`src/status_pkg.sv`:
```
package status_pkg;

  // ==========================================================
  // Register map
  localparam logic [7:0] RES_CODE_OFFSET   = 8'h0c;
  localparam logic [7:0] LINK_ERR_OFFSET   = 8'h0d;
  localparam logic [7:0] SHORT_FLAGS_OFFSET = 8'h0e;
  localparam int         REG_WIDTH         = 13;

  // ==========================================================
  // Field positions
  localparam int FIRST_CODE_LSB   = 0;
  localparam int SECOND_CODE_LSB  = 4;
  localparam int THIRD_CODE_LSB   = 8;
  localparam int CODE_WIDTH       = 4;
  localparam int ID_HIGH_LSB      = 4;
  localparam int PAYLOAD_START_BIT = 1;
  localparam int PAYLOAD_STOP_BIT = 2;
  localparam int SYNC_STOP_BIT    = 3;
  localparam int PAYLOAD_PAR_BIT  = 4;
  localparam int SYNC_PAR_BIT     = 5;
  localparam int CRC_ERR_BIT      = 6;
  localparam int TIMEOUT_BIT      = 7;
  localparam int WATCHDOG_BIT     = 8;
  localparam int NUM_SWITCHES     = 6;
  localparam int SUMMARY_LINK_BIT = 6;
  localparam int SUMMARY_SHORT_BIT = 3;

  // ==========================================================
  // Reset values
  localparam logic [8:1] LINK_ERR_RESET  = 8'h00;
  localparam logic [5:0] SHORT_RESET     = 6'h00;
  localparam logic [11:0] CODES_RESET    = 12'h000;

  // ==========================================================
  // Timing
  localparam longint unsigned CLK_HZ        = 64'h0000_0000_0beb_c200;
  localparam longint unsigned WD_TIME_S     = 64'h0000_0000_0000_0004;
  localparam int unsigned     WD_CYCLES     = 32'(WD_TIME_S * CLK_HZ);
  localparam int              WD_CNT_WIDTH  = 30;
  localparam int              BIT_LEN_WIDTH = 16;
  localparam int              TIMEOUT_BITS  = 16;
  localparam int              IDLE_WIDTH    = 21;

  // Receive error events, one-cycle pulses from the framing logic
  typedef struct packed {
    logic crc_fail;
    logic sync_parity;
    logic payload_parity;
    logic sync_stop;
    logic payload_stop;
    logic payload_start;
  } rx_err_type;

  // Register access request
  typedef struct packed {
    logic            wr;
    logic            rd;
    logic [7:0]      addr;
    logic [12:0]     wdata;
  } reg_req_type;

endpackage

```
`src/status_regs.sv`:
```
// Function
// - Capture each address resistor's 4-bit code once at power-up.
// - Codes read at 11:8, 7:4, 3:0, read-only.
// - Bits 5:4 form device identity upper two bits.
// - First resistor code forms identity low four bits.
// - Watchdog flag bit 8 sets after 4 s receive inactivity.
// - Timeout flag bit 7 sets after over 16 idle bit lengths mid-packet.
// - Bit length re-measured from each packet's sync frame.
// - Reject failed-CRC transactions; set CRC flag bit 6.
// - Sync frame parity error sets bit 5.
// - Payload parity error sets bit 4.
// - Sync frame bad stop bit sets bit 3.
// - Payload frame bad stop bit sets bit 2.
// - Payload frame bad start bit sets bit 1.
// - Link flags reset to zero, cleared by writing one.
// - Clearing settled as write-one-to-clear only; reads do not clear.
// - Six short flags in bits 5:0, reset zero, write-one-to-clear.
// - Short summary high while any short flag set.
// - Link error summary high while any link flag set.
`timescale 1ns/10ps
`default_nettype none

module status_regs #(
  parameter int unsigned WD_CYCLES = status_pkg::WD_CYCLES
) (
  input  wire logic                     ref_clk,
  input  wire logic                     rst_b,
  input  wire status_pkg::reg_req_type  reg_req,
  output logic [12:0]                   reg_rdata,
  output logic                          reg_rvalid,
  input  wire logic                     codes_done,
  input  wire logic [11:0]              measured_codes,
  input  wire logic                     rx_line,
  input  wire logic                     rx_in_packet,
  input  wire logic                     sync_done,
  input  wire logic [15:0]              sync_bit_cycles,
  input  wire status_pkg::rx_err_type   rx_err,
  input  wire logic [5:0]               short_detect,
  output logic [5:0]                    device_id,
  output logic                          txn_reject,
  output logic                          any_short_summary,
  output logic                          link_err_summary
);

  // ==========================================================
  // State
  logic [11:0] codes;
  logic        codes_held;
  logic [8:1]  link_flags;
  logic [5:0]  per_switch_short_flags;
  logic        rx_prev;
  logic [status_pkg::WD_CNT_WIDTH-1:0]  wd_cnt;
  logic [status_pkg::BIT_LEN_WIDTH-1:0] bit_len;
  logic [status_pkg::IDLE_WIDTH-1:0]    idle_cnt;

  logic [11:0] next_codes;
  logic        next_codes_held;
  logic [8:1]  next_link_flags;
  logic [5:0]  next_short_flags;
  logic [status_pkg::WD_CNT_WIDTH-1:0]  next_wd_cnt;
  logic [status_pkg::BIT_LEN_WIDTH-1:0] next_bit_len;
  logic [status_pkg::IDLE_WIDTH-1:0]    next_idle_cnt;
  logic [12:0] next_rdata;
  logic [5:0]  next_device_id;
  logic        next_rvalid;
  logic        next_txn_reject;
  logic        next_any_short;
  logic        next_link_summary;

  logic [8:1]  link_set;
  logic [8:1]  link_clr;
  logic [5:0]  short_clr;
  logic        rx_edge;
  logic        wd_expire;
  logic        timeout_hit;
  logic [status_pkg::IDLE_WIDTH-1:0] idle_limit;
  logic        wr_link;
  logic        wr_short;

  // ==========================================================
  // Activity detection and timers
  always_comb begin
    rx_edge    = rx_line ^ rx_prev;
    idle_limit = status_pkg::IDLE_WIDTH'(bit_len) * status_pkg::IDLE_WIDTH'(status_pkg::TIMEOUT_BITS);
    wd_expire  = (wd_cnt == status_pkg::WD_CNT_WIDTH'(WD_CYCLES - 1)) && !rx_edge;
    // Bit length refreshed on every sync frame
    next_bit_len = sync_done ? sync_bit_cycles : bit_len;
    // Watchdog counts idle cycles, restarts on any edge, saturates
    if (rx_edge) begin
      next_wd_cnt = '0;
    end else if (wd_cnt != status_pkg::WD_CNT_WIDTH'(WD_CYCLES)) begin
      next_wd_cnt = wd_cnt + 1'b1;
    end else begin
      next_wd_cnt = wd_cnt;
    end
    // Idle count within a packet, restarted by edges and new sync
    timeout_hit = rx_in_packet && !rx_edge && !sync_done && (idle_cnt == idle_limit);
    if (!rx_in_packet || rx_edge || sync_done) begin
      next_idle_cnt = '0;
    end else if (idle_cnt <= idle_limit) begin
      next_idle_cnt = idle_cnt + 1'b1;
    end else begin
      next_idle_cnt = idle_cnt;
    end
  end

  // ==========================================================
  // Sticky flags, set beats clear
  always_comb begin
    wr_link  = reg_req.wr && (reg_req.addr == status_pkg::LINK_ERR_OFFSET);
    wr_short = reg_req.wr && (reg_req.addr == status_pkg::SHORT_FLAGS_OFFSET);
    link_clr  = wr_link ? reg_req.wdata[8:1] : 8'h00;
    short_clr = wr_short ? reg_req.wdata[5:0] : 6'h00;
    link_set = 8'h00;
    link_set[status_pkg::WATCHDOG_BIT]      = wd_expire;
    link_set[status_pkg::TIMEOUT_BIT]       = timeout_hit;
    link_set[status_pkg::CRC_ERR_BIT]       = rx_err.crc_fail;
    link_set[status_pkg::SYNC_PAR_BIT]      = rx_err.sync_parity;
    link_set[status_pkg::PAYLOAD_PAR_BIT]   = rx_err.payload_parity;
    link_set[status_pkg::SYNC_STOP_BIT]     = rx_err.sync_stop;
    link_set[status_pkg::PAYLOAD_STOP_BIT]  = rx_err.payload_stop;
    link_set[status_pkg::PAYLOAD_START_BIT] = rx_err.payload_start;
    next_link_flags  = (link_flags & ~link_clr) | link_set;
    // Summaries follow the next flag values, so they move with the flags; reject is crc_fail registered, a one-cycle pulse
    next_link_summary = |next_link_flags;
    next_any_short    = |next_short_flags;
    next_txn_reject   = rx_err.crc_fail;
    next_rvalid       = reg_req.rd;
    // Codes captured on the first measurement only
    next_codes      = (codes_done && !codes_held) ? measured_codes : codes;
    next_codes_held = codes_held | codes_done;
    next_device_id  = {next_codes[status_pkg::ID_HIGH_LSB +: 2],
                       next_codes[status_pkg::FIRST_CODE_LSB +: 4]};
  end

  // ==========================================================
  // Per-switch short flags, a new detect beats a same-cycle clear
  for (genvar sw = 0; sw < status_pkg::NUM_SWITCHES; sw++) begin : gen_switch
    assign next_short_flags[sw] = (per_switch_short_flags[sw] & ~short_clr[sw])
                                  | short_detect[sw];

  end

  // ==========================================================
  // Read mux, unmapped reads return zero, reads never clear
  // The last read data stays on reg_rdata until the next read
  always_comb begin
    next_rdata = reg_rdata;
    if (reg_req.rd) begin
      case (reg_req.addr)
        status_pkg::RES_CODE_OFFSET:    next_rdata = {1'b0, codes};
        status_pkg::LINK_ERR_OFFSET:    next_rdata = {4'h0, link_flags, 1'b0};
        status_pkg::SHORT_FLAGS_OFFSET: next_rdata = {7'h00, per_switch_short_flags};
        default:                        next_rdata = 13'h0000;
      endcase
    end
  end

  // ==========================================================
  // Registers
  always_ff @(posedge ref_clk or negedge rst_b) begin
    if (!rst_b) begin
      codes                  <= status_pkg::CODES_RESET;
      codes_held             <= 1'b0;
      link_flags             <= status_pkg::LINK_ERR_RESET;
      per_switch_short_flags <= status_pkg::SHORT_RESET;
      rx_prev                <= 1'b1;
      wd_cnt                 <= '0;
      bit_len                <= '0;
      idle_cnt               <= '0;
      reg_rdata              <= 13'h0000;
      reg_rvalid             <= 1'b0;
      device_id              <= 6'h00;
      txn_reject             <= 1'b0;
      any_short_summary      <= 1'b0;
      link_err_summary       <= 1'b0;
    end else begin
      codes                  <= next_codes;
      codes_held             <= next_codes_held;
      link_flags             <= next_link_flags;
      per_switch_short_flags <= next_short_flags;
      rx_prev                <= rx_line;
      wd_cnt                 <= next_wd_cnt;
      bit_len                <= next_bit_len;
      idle_cnt               <= next_idle_cnt;
      reg_rdata              <= next_rdata;
      reg_rvalid             <= next_rvalid;
      device_id              <= next_device_id;
      txn_reject             <= next_txn_reject;
      any_short_summary      <= next_any_short;
      link_err_summary       <= next_link_summary;
    end
  end
endmodule

`default_nettype wire

```
`config.mk`:
```
export PLATFORM = sky130hd
export DESIGN_NAME = status_regs
export DESIGN_NICKNAME = d
export VERILOG_FILES = /design/src/status_pkg.sv /design/src/status_regs.sv
export SDC_FILE = /design/constraint.sdc
export NUM_CORES = 1
export LEC_CHECK = 0
export ABC_CLOCK_PERIOD_IN_PS = 3610
export BUFFER_PORTS_ARGS = -buffer_cell sky130_fd_sc_hd__buf_2
export CAP_MARGIN = 5
export CORE_ASPECT_RATIO = 1.25
export CORE_MARGIN = 2
export CORE_UTILIZATION = 57
export DETAILED_ROUTE_END_ITERATION = 16
export GPL_TIMING_DRIVEN = 0
export PLACE_DENSITY_LB_ADDON = 0.08
export SYNTH_ARGS = -nofsm -noshare
export SYNTH_HDL_FRONTEND = slang
export SYNTH_SLANG_ARGS = --single-unit
```
`constraint.sdc`:
```
create_clock -name ref_clk -period 3.61 [get_ports ref_clk]
set_clock_uncertainty 0.05 [all_clocks]
set_input_delay 0.1805 -clock ref_clk [delete_from_list [all_inputs] [get_ports ref_clk]]
set_output_delay 0.1805 -clock ref_clk [all_outputs]
set_load 0.02 [all_outputs]
```
==> results.sh <==
export IMPL_drc=0
export IMPL_synth_fp_nets=651
export IMPL_r2r_start="idle_cnt[10]"
export IMPL_drive_gt1_frac=0.199
export IMPL_clk_pin_slew_ns=0.07
export IMPL_dp_hpwl_mm=9.36
export IMPL_min_period_ns=2.79
export IMPL_worstPathCellList="ha_1 > a211oi_1 > nor2_1 > a2111o_1 > o211a_4 > buf_6 > clkbuf_1 > o31ai_1 > a21oi_1"
export IMPL_final_max_slew_viol_count=0
export IMPL_num_rows=40
export IMPL_insertedDiodeCount=0
export IMPL_cts_sinks=111
export IMPL_cts_tree="done"
export IMPL_fin_crit_sh=0.773
export IMPL_fp_dieH_um=114
export IMPL_fp_dieW_um=92.4
export IMPL_seq_area_frac_synth=0.499
export IMPL_drt_iter0_markers=231
export IMPL_dr_pass1_iters=4
export IMPL_grt_overflow=0
export IMPL_viasPerCell=5.56
export IMPL_cts_buffers=9
export IMPL_syn_avg_cell_area_um2=9.90
export IMPL_crit_start="idle_cnt[10]"
export IMPL_critical_path_arrival_ns=2.95
export IMPL_fin_cells=813
export IMPL_synth_commonest_cells="dfrtp_1 (110), nand2_1 (61), nor2_1 (44)"
export IMPL_hold_slack_ns=0.00798
export IMPL_pin_count=92
export IMPL_yosys_most_used_dff="dfrtp_1"
export IMPL_cts_max_level=3
export IMPL_drtAntennaViolNets=0
export IMPL_wl_per_cell_um=15.7
export IMPL_max_freq_ghz=0.358
export IMPL_cpPeakStageDelay_ns=0.45
export IMPL_worstMarginPinSlew_ns=0.841
export IMPL_cp_start_kind="flop"
export IMPL_hold_path_class="in -> reg"
export IMPL_areaGrowthSynthToFinish_pct=20.2
export IMPL_slowest_stage="dfrtp_1"
export IMPL_leakage_uw=0.00299
export IMPL_clock_latency_ns=0.34
export IMPL_netlist_area_um2=5570
export IMPL_regArea_um2=2780
export IMPL_vias=4518
export IMPL_finalPower_uw=2520
export IMPL_multi_input_area_um2=2510
export IMPL_core_um2=9560
export IMPL_p_per_area_nw_per_um2=377
export IMPL_io_buffers=86
export IMPL_hold_depth=3
export IMPL_dp_slack_ns=0.814
export IMPL_wl_mm=12.8
export IMPL_synth_top_cell_by_area="dfrtp_1"
export IMPL_rsz0062_at_grt="false"
export IMPL_ys_warnings_count=0
export IMPL_gr_usage_all_layers=0.248
export IMPL_outcome="complete, no violations"
export IMPL_r2r_slack_ns=0.82
export IMPL_netlist_area_leader_share=0.495
export IMPL_ys_ff_latch=111
export IMPL_clock_path_buffers=2
export IMPL_worstRegToRegCells=9
export IMPL_setup_slack_ns=0.818
export IMPL_worstReg2RegEnd="idle_cnt[15]"
export IMPL_tns_ns=0
export IMPL_antenna_found_initial=1
export IMPL_placed_cells_incl_taps=775
export IMPL_start_util=0.582
export IMPL_cap_violations=0
export IMPL_cts_setup_buffers=0
export IMPL_synth_most_common_cell="dfrtp_1"
export IMPL_synthCells=562
export IMPL_timing_final_hold_violations=0
export IMPL_crit_path_end="idle_cnt[15]"
export IMPL_cp_end_kind="flop"
export IMPL_critPathRequiredTime_ns=3.77
export IMPL_setup_viol=0
export IMPL_cts_root_buffer="clkbuf_16"
export IMPL_grt_start_max_net_pins=66
export IMPL_synthDistinctLibCells=54
export IMPL_ir_drop_mv=0.225
export IMPL_fin_nets=771
export IMPL_critical_path_class="reg -> reg"
export IMPL_dieArea_um2=10600
export IMPL_grt_pass1_vias=4457
export IMPL_synth_area_top_cells="dfrtp_1 (49%), ha_1 (4.5%), nand2_1 (4.1%)"
export IMPL_synth_edf_count=0
export IMPL_critPathMaxFanout=10
export IMPL_synthArstFlopShare=1.00
export IMPL_gp_congestion=0.851
export IMPL_slew_headroom=0.439
export IMPL_n_fill_cell=732
export IMPL_grt_pass1_wl_mm=20.7
## layout make-up
cell class,count,share of cell area
multi-input combinational,388,0.376
timing repair buffer,109,0.102
inverter,38,0.0213
buffer,25,0.0193
tap,126,0.0236
sequential,111,0.416
clock inverter,5,0.00617
clock buffer,11,0.0363
## registers in the layout, summed over array words and instances (netlist names)
| register | count |
|---|---|
| codes | 12 |
| txn_reject | 1 |
| idle_cnt | 21 |
| reg_rvalid | 1 |
| link_flags | 8 |
| wd_cnt | 30 |
| link_err_summary | 1 |
| any_short_summary | 1 |
| codes_held | 1 |
| rx_prev | 1 |
| reg_rdata | 12 |
| per_switch_short_flags | 6 |
| bit_len | 16 |
## what timing repair did
action | 4_1_cts | 5_1_grt
hold buffers | 21 | 1
gates resized for setup | 0 | 0
endpoints found under the hold margin | 83 | 1
## placed cells by master (no fill, tap or decap), types with 14 or more instances in the layout
master and instances:
clkbuf_1 15, nand2_1 61, nand3_1 26, a21o_1 14
dfrtp_1 110, ha_1 20, buf_2 86, mux2_2 14
xor2_1 21, a21oi_1 31, o21ai_0 28, inv_1 38
dlygate4sd3_1 22, nor2_1 44
## power by group
part / total (uW) / switching [uW] / internal (uW)
Combinational: 267 / 147 / 120
Sequential: 1310 / 27.0 / 1280
Clock: 945 / 451 / 494
Total: 2520 / 626 / 1900
## metrics by stage
step	util	area (um^2)
2_1_floorplan	-	5570
6_report	0.700	6690
3_3_place_gp	0.644	6150
3_5_place_dp	0.647	6180
4_1_cts	0.699	6680
5_1_grt	0.700	6690
## worst min path at each step
stage,startpoint,slack [ns],to
3_3_place_gp,reg_req[21],0.25,reg_rvalid
5_1_grt,sync_bit_cycles[12],0.003,bit_len[12]
4_1_cts,rx_err[2],0.0005,link_flags[3]
2_1_floorplan,rst_b,-0.17,any_short_summary
6_report,sync_bit_cycles[2],0.008,bit_len[2]
3_5_place_dp,rx_err[5],0.26,txn_reject
## routing by layer
metal / up-vias / GRT usage / share of wire
met1: 2183 / 0.304 / 0.43
li1: 2210 / - / -
met5: - / 0 / 0.0010
met3: 11 / 0.0441 / 0.039
met4: 2 / 0.0816 / 0.011
met2: 112 / 0.442 / 0.52
## cell families after synthesis
| group | after synthesis | synth area share |
|---|---|---|
| xor+xnor | 28 | 0.0441 |
| buf+inv | 63 | 0.0488 |
| compound gates | 101 | 0.111 |
| mux | 24 | 0.0463 |
| simple gates | 214 | 0.205 |
| fa+ha+maj | 20 | 0.0450 |
| flops | 111 | 0.499 |
| other cells | 1 | 0.000674 |
## critical path: cells and delay by family, from the launching register on
family	cells	cell delay (ns)
and+or+nand+nor	1	0.09
AOI/OAI and AO/OA	5	1.36
buffers and inverters	2	0.37
DFF	1	0.45
adders and majority gates	1	0.33
Note: power is estimated with default switching activity, not from simulation.
